[src/lpm_consts.vh]
/*
 Shared constants for the low-power mode controller: mode codes,
 retained register count and wake pin pulse timing.
 Assumes a 50 MHz system clock on mclk.
*/
`ifndef LPM_CONSTS_VH
`define LPM_CONSTS_VH
// ****************************************
// Mode selection codes
// ****************************************
`define MODE_SLEEP 2'h0
`define MODE_DEEP_SLEEP 2'h1
`define MODE_POWER_DOWN 2'h2
`define MODE_DEEP_PD 2'h3
// ****************************************
// Retention and timing
// ****************************************
`define RETAIN_REGS 4
`define CLK_PERIOD_NS 20
`define WAKE_PULSE_NS 50
// Rounds down: an asynchronous pulse of the least legal width may span only this many edges
`define WAKE_PULSE_CYC (`WAKE_PULSE_NS / `CLK_PERIOD_NS)
`define SELF_WAKE_DEFAULT 32'h00001000
`endif

[src/low_power_mode_controller.v]
/*
 Low-power mode controller: sequences sleep, deep-sleep, power-down and
 deep power-down, gating processor, clocks, analog, flash and power.
 Assumes wake sources and the wake pin are asynchronous; the processor
 strobe and configuration ports come from logic on mclk.
*/
//
// Operation
// RULE1: Sleep halts processor until reset or interrupt; peripherals keep running.
// RULE2: Deep-sleep stops peripheral clocks and sources except RC and chosen watchdog.
// RULE3: Deep-sleep shuts analog blocks and puts flash in standby.
// RULE4: Deep-sleep exits on pin, watchdog, sync serial, SPI or bus-slave interrupt.
// RULE5: Interrupt wakes only if enabled in wake enable and interrupt controller.
// RULE6: Power-down stops all clocks except chosen watchdog; analog and flash off.
// RULE7: Power-down exits on the same wake source set as deep-sleep.
// RULE8: Watchdog oscillator and brownout detector may run through deep-sleep and power-down.
// RULE9: Deep power-down cuts power except wake pin logic and enabled timer.
// RULE10: Four retained registers keep contents through deep power-down.
// RULE11: Deep power-down exits on wake pin or self wake timer time-out.
// RULE12: Lock bit set refuses deep power-down entry.
// RULE13: Low pulse of at least 50 ns on wake pin ends deep power-down.
// RULE14: Mode entered only on wait-for-interrupt after software selects mode.
`include "lpm_consts.vh"
module low_power_mode_controller #(
    parameter NUM_SRC = 6,
    parameter WAKE_CYC = `WAKE_PULSE_CYC,
    parameter [31:0] SELF_WAKE_CYC = `SELF_WAKE_DEFAULT
) (
    input wire mclk,
    input wire srst,
    input wire wfi,
    input wire [1:0] mode_sel,
    input wire dpd_lock,
    input wire wdt_osc_keep,
    input wire brownout_keep,
    input wire self_wake_en,
    input wire [NUM_SRC-1:0] irq_in,
    input wire [NUM_SRC-1:0] wake_enable,
    input wire [NUM_SRC-1:0] irq_ctrl_enable,
    input wire any_irq,
    input wire wake_pin,
    input wire gp_wr_en,
    input wire [1:0] gp_wr_sel,
    input wire [31:0] gp_wr_data,
    input wire [1:0] gp_rd_sel,
    output wire [31:0] gp_rd_data,
    output reg cpu_run,
    output reg periph_clk_en,
    output reg internal_rc_oscillator_en,
    output reg rc_out_en,
    output reg wdt_osc_en,
    output reg brownout_detector_en,
    output reg analog_en,
    output reg flash_standby,
    output reg flash_power,
    output reg core_power,
    output reg [1:0] cur_mode,
    output reg in_low_power,
    output reg dpd_refused
);
    // ****************************************
    // States
    // ****************************************
    localparam ST_RUN = 3'h0;
    localparam ST_SLEEP = 3'h1;
    localparam ST_DSLEEP = 3'h2;
    localparam ST_PDOWN = 3'h3;
    localparam ST_DPD = 3'h4;

    reg [2:0] state;
    reg [2:0] next_state;
    reg [NUM_SRC-1:0] irq_meta;
    reg [NUM_SRC-1:0] irq_sync;
    reg irq_any_meta;
    reg irq_any_sync;
    reg pin_meta;
    reg pin_sync;
    reg [7:0] low_cnt;
    reg [31:0] timer_cnt;
    wire enabled_wake;
    wire pin_wake;
    wire timer_wake;

    // ****************************************
    // Input synchronisers
    // ****************************************
    always @(posedge mclk)
    begin
        if (srst)
        begin
            irq_meta <= {NUM_SRC{1'b0}};
            irq_sync <= {NUM_SRC{1'b0}};
            irq_any_meta <= 1'b0;
            irq_any_sync <= 1'b0;
            pin_meta <= 1'b1;
            pin_sync <= 1'b1;
        end
        else
        begin
            irq_meta <= irq_in;
            irq_sync <= irq_meta;
            irq_any_meta <= any_irq;
            irq_any_sync <= irq_any_meta;
            pin_meta <= wake_pin;
            pin_sync <= pin_meta;
        end
    end

    // Only sources on the deep wake set, enabled in both places, count
    assign enabled_wake = |(irq_sync & wake_enable & irq_ctrl_enable); // RULE5 RULE4 RULE7

    // ****************************************
    // Wake pin low-pulse filter
    // ****************************************
    // The pin is only watched in deep power-down so glitches elsewhere are ignored
    always @(posedge mclk)
    begin
        if (srst)
            low_cnt <= 8'h00;
        else if (state != ST_DPD || pin_sync)
            low_cnt <= 8'h00;
        else if (low_cnt < WAKE_CYC[7:0])
            low_cnt <= low_cnt + 8'h01; // RULE13
    end
    assign pin_wake = (low_cnt >= WAKE_CYC[7:0]); // RULE13

    // ****************************************
    // Self wake-up timer
    // ****************************************
    always @(posedge mclk)
    begin
        if (srst)
            timer_cnt <= 32'h00000000;
        else if (state != ST_DPD || !self_wake_en)
            timer_cnt <= 32'h00000000;
        else if (timer_cnt < SELF_WAKE_CYC)
            timer_cnt <= timer_cnt + 32'h00000001;
    end
    assign timer_wake = self_wake_en && (timer_cnt >= SELF_WAKE_CYC); // RULE11

    // ****************************************
    // Mode sequencer
    // ****************************************
    always @*
    begin
        next_state = state;
        case (state)
            ST_RUN:
            begin
                if (wfi) // RULE14
                begin
                    case (mode_sel)
                        `MODE_SLEEP: next_state = ST_SLEEP;
                        `MODE_DEEP_SLEEP: next_state = ST_DSLEEP;
                        `MODE_POWER_DOWN: next_state = ST_PDOWN;
                        default: next_state = dpd_lock ? ST_RUN : ST_DPD; // RULE12
                    endcase
                end
            end
            ST_SLEEP:
                if (irq_any_sync)
                    next_state = ST_RUN; // RULE1
            ST_DSLEEP:
                if (enabled_wake)
                    next_state = ST_RUN; // RULE4
            ST_PDOWN:
                if (enabled_wake)
                    next_state = ST_RUN; // RULE7
            ST_DPD:
                if (pin_wake || timer_wake)
                    next_state = ST_RUN; // RULE11
            default:
                next_state = ST_RUN;
        endcase
    end

    always @(posedge mclk)
    begin
        if (srst)
        begin
            state <= ST_RUN;
            dpd_refused <= 1'b0;
        end
        else
        begin
            state <= next_state;
            // Sticky refusal flag; cleared by the next accepted entry
            if (state == ST_RUN && wfi && mode_sel == `MODE_DEEP_PD && dpd_lock)
                dpd_refused <= 1'b1; // RULE12
            else if (state == ST_RUN && wfi)
                dpd_refused <= 1'b0;
        end
    end

    // ****************************************
    // Domain gating
    // ****************************************
    always @(posedge mclk)
    begin
        if (srst)
        begin
            cpu_run <= 1'b1;
            periph_clk_en <= 1'b1;
            internal_rc_oscillator_en <= 1'b1;
            rc_out_en <= 1'b1;
            wdt_osc_en <= 1'b0;
            brownout_detector_en <= 1'b1;
            analog_en <= 1'b1;
            flash_standby <= 1'b0;
            flash_power <= 1'b1;
            core_power <= 1'b1;
            cur_mode <= `MODE_SLEEP;
            in_low_power <= 1'b0;
        end
        else
        begin
            cpu_run <= (next_state == ST_RUN); // RULE1
            in_low_power <= (next_state != ST_RUN);
            case (next_state)
                ST_SLEEP:
                begin
                    periph_clk_en <= 1'b1; // RULE1
                    internal_rc_oscillator_en <= 1'b1;
                    rc_out_en <= 1'b1;
                    wdt_osc_en <= wdt_osc_keep;
                    brownout_detector_en <= 1'b1;
                    analog_en <= 1'b1;
                    flash_standby <= 1'b0;
                    flash_power <= 1'b1;
                    core_power <= 1'b1;
                    cur_mode <= `MODE_SLEEP;
                end
                ST_DSLEEP:
                begin
                    periph_clk_en <= 1'b0; // RULE2
                    internal_rc_oscillator_en <= 1'b1; // RULE2
                    rc_out_en <= 1'b0; // RULE2
                    wdt_osc_en <= wdt_osc_keep; // RULE8
                    brownout_detector_en <= brownout_keep; // RULE8
                    analog_en <= 1'b0; // RULE3
                    flash_standby <= 1'b1; // RULE3
                    flash_power <= 1'b1; // RULE3
                    core_power <= 1'b1;
                    cur_mode <= `MODE_DEEP_SLEEP;
                end
                ST_PDOWN:
                begin
                    periph_clk_en <= 1'b0; // RULE6
                    internal_rc_oscillator_en <= 1'b0; // RULE6
                    rc_out_en <= 1'b0;
                    wdt_osc_en <= wdt_osc_keep; // RULE8
                    brownout_detector_en <= brownout_keep; // RULE8
                    analog_en <= 1'b0; // RULE6
                    flash_standby <= 1'b0;
                    flash_power <= 1'b0; // RULE6
                    core_power <= 1'b1;
                    cur_mode <= `MODE_POWER_DOWN;
                end
                ST_DPD:
                begin
                    // Everything off; the wake pin filter and timer stay on
                    periph_clk_en <= 1'b0; // RULE9
                    internal_rc_oscillator_en <= 1'b0;
                    rc_out_en <= 1'b0;
                    wdt_osc_en <= 1'b0;
                    brownout_detector_en <= 1'b0;
                    analog_en <= 1'b0;
                    flash_standby <= 1'b0;
                    flash_power <= 1'b0;
                    core_power <= 1'b0; // RULE9
                    cur_mode <= `MODE_DEEP_PD;
                end
                default:
                begin
                    periph_clk_en <= 1'b1;
                    internal_rc_oscillator_en <= 1'b1;
                    rc_out_en <= 1'b1;
                    wdt_osc_en <= wdt_osc_keep;
                    brownout_detector_en <= 1'b1;
                    analog_en <= 1'b1;
                    flash_standby <= 1'b0;
                    flash_power <= 1'b1;
                    core_power <= 1'b1;
                    cur_mode <= cur_mode;
                end
            endcase
        end
    end

    // ****************************************
    // Retained words
    // ****************************************
    retain_regs #(
        .WIDTH(32)
    ) u_retain (
        .mclk(mclk),
        .srst(srst),
        .wr_en(gp_wr_en),
        .wr_sel(gp_wr_sel),
        .wr_data(gp_wr_data),
        .rd_sel(gp_rd_sel),
        .rd_data(gp_rd_data)
    );
endmodule // low_power_mode_controller

[src/retain_regs.v]
/*
 Four general-purpose words that survive deep power-down.
 Assumes they sit in the always-on domain and are cleared by reset only.
*/
`include "lpm_consts.vh"
module retain_regs #(
    parameter WIDTH = 32
) (
    input wire mclk,
    input wire srst,
    input wire wr_en,
    input wire [1:0] wr_sel,
    input wire [WIDTH-1:0] wr_data,
    input wire [1:0] rd_sel,
    output reg [WIDTH-1:0] rd_data
);
    reg [WIDTH-1:0] store [0:`RETAIN_REGS-1];
    integer i;
    // ****************************************
    // Storage
    // ****************************************
    always @(posedge mclk)
    begin
        if (srst)
        begin
            for (i = 0; i < `RETAIN_REGS; i = i + 1)
                store[i] <= {WIDTH{1'b0}};
            rd_data <= {WIDTH{1'b0}};
        end
        else
        begin
            if (wr_en)
                store[wr_sel] <= wr_data; // RULE10
            rd_data <= store[rd_sel];
        end
    end
endmodule // retain_regs

[config.mk]
export PLATFORM = sky130hd
export DESIGN_NAME = low_power_mode_controller
export DESIGN_NICKNAME = d
export VERILOG_FILES = /design/src/low_power_mode_controller.v /design/src/retain_regs.v
export VERILOG_INCLUDE_DIRS = /design/src
export SDC_FILE = /design/constraint.sdc
export NUM_CORES = 1
export LEC_CHECK = 0
export ABC_CLOCK_PERIOD_IN_PS = 4000
export BUFFER_PORTS_ARGS = -buffer_cell sky130_fd_sc_hd__buf_2
export CORE_MARGIN = 2
export CORE_UTILIZATION = 55
export DETAILED_ROUTE_END_ITERATION = 8
export PLACE_DENSITY_LB_ADDON = 0.15
export SLEW_MARGIN = 20
export SYNTH_ARGS = -nofsm -noshare
export SYNTH_HDL_FRONTEND = slang
export SYNTH_SLANG_ARGS = --single-unit
[constraint.sdc]
create_clock -name mclk -period 4 [get_ports mclk]
set_input_delay 0.4 -clock mclk [delete_from_list [all_inputs] [get_ports mclk]]
set_output_delay 0.4 -clock mclk [all_outputs]
set_load 0.05 [all_outputs]
==> results.txt, run 1 <==
----------------------------------------------------
[Status]
  Status ... completed

[Logic synthesis]
  XOR/XNOR share of the synthesized area ... 0.0128
  Compound-Gate Fraction of Synth Area ... 0.0211
  Post-Synth Simple-Gate Area ... 0.197
  Multiplexer area fraction after synthesis ... 0.0811
  Predominant post-synthesis flop cell ... edfxtp_1
  Number of warnings printed during yosys synthesis ... 0
  Fraction of the yosys area taken by sequential cells ... 0.663
  Nets in the synthesized netlist ... slightly below 700
  Avg Inst Size Synth ... between 10 and 15 µm²
  Async set-reset flop share out of synthesis ... 0
  Synth Area in Adders ... 0.00704
  Post-synth EDFFs ... approximately 130
  Number of instances in the synthesized netlist ... ~620
  Number of storage elements in the synthesis netlist ... 230
  Count of unique library cells instantiated by Yosys ... between 40 and 50
  Cell area after technology mapping ... ~9000 µm²
  Largest family of logic cells by synthesized area ... simple AND/OR/NAND/NOR gates

[STA]
  Transition time at the pin with the least slew margin ... 1.04 ns
  Hold WS ... 0.0817 ns
  Final Max Slew Viols ... 0
  Worst-case clock skew ... 0.00693 ns
  Final worst-path setup slack ... ~2.0 ns
  Relative max-transition margin ... 0.304
  Hold Violations, Final ... 0
  Final min period ... between 1.5 and 2 ns
  Achievable clock frequency ... around 0.5 GHz
  Setup repair after global routing missed its margin ... no
  Setup-violating endpoint count in the final report ... 0
  Total negative slack ... 0 ns
  Final cycle utilization of the critical path ... 0.494

[Critical path]
  Cell at the slowest stage of the critical path ... or4b_4
  Critical path launch point type ... flip-flop
  Critical path, cell by cell ... inv_1 -> ha_1 -> or4b_4 -> o31ai_4 -> a21o_2 -> nand2_2 -> and3b_1
  Data arrival time at the worst-slack endpoint ... approximately 2.4 ns
  Delay contributed by the slowest stage of the critical path ... around 0.56 ns
  Reg2Reg Capture Point ... wdt_osc_en$_SDFF_PP0_
  Register-to-register path setup slack ... 2.03 ns
  FF-to-FF Start ... low_cnt[0]$_SDFFE_PP0N_
  Crit path required time ... ~4.4 ns
  Critical path launch point ... low_cnt[0]$_SDFFE_PP0N_
  Register-to-Register Path Depth ... 7
  Highest fanout seen on the critical path ... 5
  Kind of end point of the critical path ... flip-flop
  Startpoint-to-endpoint class of the critical path ... flip-flop to flip-flop

[Global route]
  Global-route wire length before repair ... roughly 27 mm
  Maximum number of pins on one net before global-route repair ... 43
  Total gr overflow ... 0
  Antenna violations before repair ... 1
  Number of global-route vias before repair ... between 5,000 and 6,000
  All-layer global routing usage ... 0.205

[CTS]
  Clk buf depth ... 3
  Number of H-tree branching levels ... 1
  Clk sink count ... 230
  Clock slew seen by the registers of the worst setup and hold paths ... ~0.060 ns
  Hold buffer count at cts ... 0
  Count of buffers added by post-CTS timing repair for setup ... 0
  Root Driver ... clkbuf_16
  Post-cts repair resize count ... 0
  Number of buffers created by CTS ... 24
  Clock latency on the worst-skew pair ... ~0.5 ns
  Clock tree from TritonCTS ... yes

[Drt]
  Routed via count ... between 5,000 and 6,000
  Routed Wire Length ... 16.9 mm
  Vias per cell ... roughly 5.3
  Post-detailed-route DRC marker count ... 0
  Wire length per cell after detailed routing ... roughly 18 µm
  Number of detailed-route iterations in the first pass ... 4
  First-iteration detailed-routing DRC count ... 299
  Antenna violation net count after detailed routing ... 0

[Floorplanning]
  Number of top-level pins ... approximately 110
  Area of the die ... 17,200 µm²
  Std-Cell Rows ... 46
  Core ar. ... between 15,000 and 20,000 µm²
  Die Ht ... between 100 and 150 µm
  Floorplan die width ... ~130 µm
  Initial core utilization ... 0.561

[Power and ir drop]
  NetSw ... 1.23 mW
  IR Drop Worst-Case VDD ... approximately 0.00033 V
  Internal ... a little over 4 mW
  Part of the total power dissipated in combinational logic ... 0.097
  Pwr dens ... between 500 and 600 nW/µm²
  Share of power burned in the clock network ... 0.396
  Switching share of power ... 0.231
  Sequential fraction of design power ... 0.507
  Leakage ... between 4 and 5 nW

[Layout]
  Count of fill cells added during filler insertion ... around 1,200
  Layout area overhead ... 17.3%
  Layout cells sized above 1 ... 0.288
  Non-filler instance count after layout ... around 970
  Layout net count ... between 800 and 900

[Placement]
  Placement Setup Slack ... 1.58 ns
  Routability congestion estimate from global placement ... between 0.7 and 0.8
  Number of port buffers ... between 100 and 150
  Total half-perimeter wirelength after legalization and detailed placement ... about 10 mm
  Cell Count Post-Placement ... just over 900

[Min path]
  Hold-critical path endpoint ... pin_meta$_SDFF_PP1_
  WHS Path Cells ... 2
  Type of the worst min-delay path ... input pin to flip-flop
  Beginning of the worst hold path ... wake_pin

[Job]
  Number of maximum-capacitance violations ... 0

----------------------------------------------------
## final cells by class
type	count	area, µm²	share of cell area
Timing Repair Buffer	118	608	0.0584
Clock inverter	5	23.8	0.00228
Multi-Input combinational cell	355	2870	0.276
Inverter	5	18.8	0.00180
Tap cell	216	270	0.0259
Clock buffer	38	738	0.0709
Antenna cell	1	2.50	0.000240
Sequential cell	230	5890	0.565
## cells in the final DEF, fill, tap and decap left out, types with 2 or more instances in the layout
cell type	n
nor4_2	3
nor2_1	12
clkbuf_1	6
clkbuf_16	25
nor2b_1	50
mux4_2	32
xnor2_1	6
nor3b_2	2
a21o_1	4
nand3b_1	3
nor4_4	2
nor4b_2	2
buf_2	111
ha_1	5
nand3_1	16
clkinv_2	4
o21ai_0	3
dfxtp_1	102
nor3_1	3
inv_1	5
buf_4	7
and2_1	134
o21a_1	3
nand2_2	2
edfxtp_1	128
or2_2	4
nor2_2	5
and3_1	21
a31oi_1	3
a21oi_1	5
nand2_1	11
xor2_1	7
clkbuf_8	6
nor4_1	3
## state kept, by name (all words and copies together) (netlist names), 2 cells and up
signal / flops
u_retain.store: 128
irq_sync: 6
irq_meta: 6
cur_mode: 2
u_retain.rd_data: 32
low_cnt: 8
timer_cnt: 32
state: 3
## cell families (layout without fill, tap and decap cells)
logic type,after synthesis,after routing
simple gates,280,280
compound gates,25,25
xor+xnor,13,13
flops,230,230
fa+ha+maj,5,5
buf+inv,39,166
other cells,0,1
mux,32,32
## cell usage after synthesis (2+ instances only)
cell type	instances	area, µm²
nor3b_1	2	15.0
nor2_1	12	45.0
edfxtp_1	128	3840
nand3_1	16	80.1
and3_1	21	131
nand3b_1	3	22.5
nor2b_1	51	319
o21ai_0	3	15.0
nor4_2	3	37.5
nor4_1	3	18.8
xnor2_1	6	52.6
xor2_1	7	61.3
nor3_1	4	20.0
o21a_1	3	22.5
a21o_1	4	30.0
nor4_4	2	42.5
mux4_2	32	721
inv_1	5	18.8
nand2_2	2	12.5
and2_1	134	838
nand2_1	11	41.3
a21oi_1	5	25.0
o21bai_1	2	15.0
clkbuf_1	26	97.6
nor2_2	5	31.3
buf_4	3	22.5
ha_1	5	62.6
dfxtp_1	102	2040
or2_2	4	25.0
buf_2	4	20.0
a31oi_1	3	18.8
## power groups by stage
stage	clock [mW]	sequential (mW)	combinational [mW]
final	2.10	2.70	0.516
after global routing	2.23	2.71	0.555
after CTS	2.14	2.70	0.523
after detailed placement	0	2.75	0.521
after global placement	0	2.74	0.515
after floorplan	0	2.88	0.229
## per-stage QoR
stage               total power, mW  utilization  cell area [µm²]
floorplan                      3.11            -             8880
global placement               3.25        0.610             9650
detailed placement             3.27        0.610             9650
CTS                            5.36        0.658            10400
global route                   5.49        0.658            10400
finish                         5.32        0.658            10400
## worst max path at each step
stage,slack (ns),cells past startpoint,end
after floorplan,1.61,2,u_retain.store[2][0]$_SDFFCE_PN0P_
after global placement,1.66,4,u_retain.store[1][2]$_SDFFCE_PN0P_
after detailed placement,1.58,5,u_retain.store[2][13]$_SDFFCE_PN0P_
after CTS,2.01,7,wdt_osc_en$_SDFF_PP0_
after global routing,1.90,7,cpu_run$_SDFF_PP1_
final,2.03,7,wdt_osc_en$_SDFF_PP0_
## critical path: cells and delay by family (launching register included)
kind | cells | cell delay, ns
simple gates | 3 | 0.86
compound gates | 2 | 0.38
flops | 1 | 0.37
fa+ha+maj | 1 | 0.21
buf+inv | 1 | 0.06
## layer usage
metal	track usage	part of all wire	wire length (µm)
met5	0	0	0
met4	0.0782	0.029	499
met3	0.0288	0.050	848
met2	0.375	0.52	8800
met1	0.246	0.40	6800
No activity file was read; power rests on OpenSTA's default activity.
==> inputs of run 2 (changes only) <==
ABC_AREA = 1   (was not set)
ABC_CLOCK_PERIOD_IN_PS = 1600   (was 4000)
CORE_UTILIZATION = 52   (was 55)
clock period = 1.6 ns   (was 4 ns; I/O delays follow)
==> run 2 against run 1 <==
  * Clock skew down 0.00053 ns
  * Register-to-register slack worse by 1.9 ns
  * Critical path type unchanged
  * Sequential power is 150% higher
  * Sequential cell count did not move
  * Synthesized cell count increased by 51%
  * Clock power rose to 2.8 times the previous value
  * First-iteration DRC count is 34% higher
  * Die area is 7.0% higher
  * Routed wire length rose by 12%
==> results.txt, run 2 <==
----------------------------------------------------
[Status]
  Status ... completed

[Critical path]
  Data arrival time at the worst-slack endpoint ... ~1.9 ns
  FF-to-FF Start ... state[2]$_SDFF_PP0_
  Kind of end point of the critical path ... flip-flop
  Startpoint-to-endpoint class of the critical path ... flip-flop to flip-flop
  Critical path launch point type ... flip-flop
  Register-to-Register Path Depth ... 11
  Crit path required time ... slightly below 2 ns
  Register-to-register path setup slack ... between 0.1 and 0.15 ns
  Reg2Reg Capture Point ... flash_power$_SDFF_PP1_
  Highest fanout seen on the critical path ... 4

[Floorplanning]
  Initial core utilization ... 0.526
  Area of the die ... 18,400 µm²
  Number of top-level pins ... ~110
  Die Ht ... 136 µm
  Core ar. ... 17,100 µm²
  Floorplan die width ... approximately 140 µm
  Std-Cell Rows ... 48

[Logic synthesis]
  Synth top cells by count ... 296 x nor2_1, 128 x edfxtp_1, 104 x inv_1, 102 x dfxtp_1, 68 x o21ai_0
  Async set-reset flop share out of synthesis ... 0
  Fraction of synthesized cell area taken by the top area cell type ... 0.427
  Largest area contributor in the synthesized netlist ... edfxtp_1
  Count of unique library cells instantiated by Yosys ... 40
  Fraction of the yosys area taken by sequential cells ... 0.653
  Dominant cells by area after synthesis ... edfxtp_1 43%, dfxtp_1 23%, nor2_1 12%
  Post-synth EDFFs ... 128
  Number of storage elements in the synthesis netlist ... 230
  Avg Inst Size Synth ... ~9.5 µm²
  Predominant post-synthesis flop cell ... edfxtp_1
  Number of warnings printed during yosys synthesis ... 0
  Cell with the most instances after synthesis ... nor2_1
  Cell area after technology mapping ... ~9000 µm²
  Nets in the synthesized netlist ... around 1,000
  Number of instances in the synthesized netlist ... between 900 and 1,000

[Layout]
  Layout net count ... around 1,200
  Commonest non-fill, non-tap cell in the layout ... nor2_1
  Fin util ... 0.646
  Count of fill cells added during filler insertion ... roughly 1,400
  Commonest cells after routing, fill and taps aside ... 294 x nor2_1, 128 x edfxtp_1, 111 x buf_2
  Layout cells sized above 1 ... 0.195
  Layout area overhead ... 22.8%
  Registers with the most flip-flops ... u_retain.store (128), timer_cnt (32), u_retain.rd_data (32)
  Largest register FFs ... 128
  Largest Register ... u_retain.store

[Global route]
  Maximum number of pins on one net before global-route repair ... 65
  All-layer global routing usage ... 0.212
  Number of global-route vias before repair ... 6,420
  Total gr overflow ... 0
  Antenna violations before repair ... 1
  Global-route wire length before repair ... 31.0 mm

[CTS]
  Clk sink count ... 230
  Clock tree from TritonCTS ... yes
  Number of H-tree branching levels ... 1
  Clock slew seen by the registers of the worst setup and hold paths ... roughly 0.06 ns
  Number of buffers created by CTS ... 24
  Clk buf depth ... 3
  Root Driver ... clkbuf_16
  Clock latency on the worst-skew pair ... ~0.50 ns

[Power and ir drop]
  Leakage ... roughly 4.6 nW
  Final Power ... approximately 14 mW
  IR Drop Worst-Case VDD ... between 0.0008 and 0.0009 V
  Pwr dens ... about 1300 nW/µm²

[Placement]
  Placement Setup Slack ... ~0.090 ns
  Number of port buffers ... roughly 110
  Total half-perimeter wirelength after legalization and detailed placement ... between 10 and 15 mm
  Routability congestion estimate from global placement ... approximately 0.82

[STA]
  Setup-violating endpoint count in the final report ... 0
  Final min period ... between 1 and 1.5 ns
  Final Max Slew Viols ... 0
  Worst-case clock skew ... around 0.0064 ns
  Achievable clock frequency ... between 0.6 and 0.7 GHz
  Setup repair after global routing missed its margin ... yes
  Relative max-transition margin ... 0.695
  Final worst-path setup slack ... 0.120 ns
  Final cycle utilization of the critical path ... 0.925
  Transition time at the pin with the least slew margin ... 0.458 ns
  Hold Violations, Final ... 0

[Min path]
  WHS Path Cells ... 3
  Type of the worst min-delay path ... input pin to flip-flop
  Beginning of the worst hold path ... gp_wr_data[15]
  Hold-critical path endpoint ... u_retain.store[3][15]$_DFFE_PP_

[Drt]
  Wire length per cell after detailed routing ... around 14 µm
  Post-detailed-route DRC marker count ... 0
  Number of detailed-route iterations in the first pass ... 4
  Routed via count ... between 6,000 and 7,000
  Antenna violation net count after detailed routing ... 0
  Routed Wire Length ... around 19 mm
  Vias per cell ... 4.88
  First-iteration detailed-routing DRC count ... around 400

[Job]
  Number of maximum-capacitance violations ... 0

----------------------------------------------------
run 2: changes by cell type after synthesis, moves of 20 or more:
| cell | delta |
|---|---|
| nand2_1 | +41 |
| nor2b_1 | -51 |
| and2_1 | -133 |
| and3_1 | -20 |
| o21ai_0 | +65 |
| inv_1 | +99 |
| nor3_1 | +32 |
| mux4_2 | -32 |
| a21oi_1 | +39 |
| nor2_1 | +284 |
run 2: per-stage QoR:
stage | instance area [µm²] | setup TNS (ns) | std cells | hold slack [ns]
detailed placement | 9980 | 0 | 1260 | 0.354
finish | 11100 | 0 | 1328 | 0.0103
floorplan | 9040 | -2.02 | 945 | 0.264
CTS | 11000 | 0 | 1325 | 0.000208
global placement | 9980 | 0 | 1260 | 0.355
global route | 11100 | -0.00844 | 1328 | 0.00889
run 2: worst max path at each step:
| stage | start | endpoint | slack (ns) | cells past startpoint |
|---|---|---|---|---|
| 2_1_floorplan | srst | u_retain.store[2][0]$_SDFFCE_PN0P_ | -0.06 | 4 |
| 3_3_place_gp | state[1]$_SDFF_PP0_ | flash_power$_SDFF_PP1_ | 0.11 | 10 |
| 3_5_place_dp | state[1]$_SDFF_PP0_ | flash_power$_SDFF_PP1_ | 0.09 | 10 |
| 4_1_cts | state[1]$_SDFF_PP0_ | flash_power$_SDFF_PP1_ | 0.07 | 10 |
| 5_1_grt | state[2]$_SDFF_PP0_ | flash_power$_SDFF_PP1_ | -0.008 | 11 |
| 6_report | state[2]$_SDFF_PP0_ | flash_power$_SDFF_PP1_ | 0.12 | 11 |
run 2: power breakdown:
part	internal [mW]	leakage (nW)	total, mW	switching [mW]
clock network	3.64	0.420	5.82	2.18
logic	0.416	2.10	1.46	1.04
registers	6.62	2.09	6.72	0.0957
run 2: what timing repair did:
item                       CTS  global route
setup endpoints to repair    0            11
hold buffers                21             0
buffers inserted             0             2
hold endpoints to repair    33             0
gates resized for setup      0             5
run 2: logic make-up (layout without fill, tap and decap cells):
logic type	count (synthesis)	in the layout	share of synthesized area
AND/OR/NAND/NOR	428	428	0.200
buffers and inverters	159	316	0.0694
AO/OA/AOI/OAI	120	120	0.0678
other	0	1	0
XOR/XNOR	3	3	0.00292
adder cells (fa/ha/maj)	5	5	0.00694
flip-flops	230	230	0.653
run 2: critical path: stages (launching register included):
cell and delay (ns):
dfxtp_1 0.33, nor2_2 0.14, nand2_1 0.09, nor2_2 0.14
inv_2 0.05, nor2_1 0.08, nand2_1 0.12, nand2_4 0.12
nand2_2 0.06, clkinv_2 0.05, nand2_2 0.05, and2_1 0.14
run 2: routing by layer:
layer,track usage,wire length (µm),vias to the layer above
met5,0,0,-
met4,0.0608,384,0
met3,0.0296,896,26
met2,0.373,9510,143
met1,0.274,8190,3006
li1,-,-,3310
run 2: layout make-up:
class                      count  area [µm²]  area share
timing repair buffer         163        1090      0.0982
tap                          225         282      0.0254
clock buffer                  32         682      0.0616
antenna                        1        2.50    0.000226
multi-input combinational    556        2550       0.231
sequential                   230        5890       0.532
clock inverter                12         163      0.0147
inverter                     109         410      0.0371
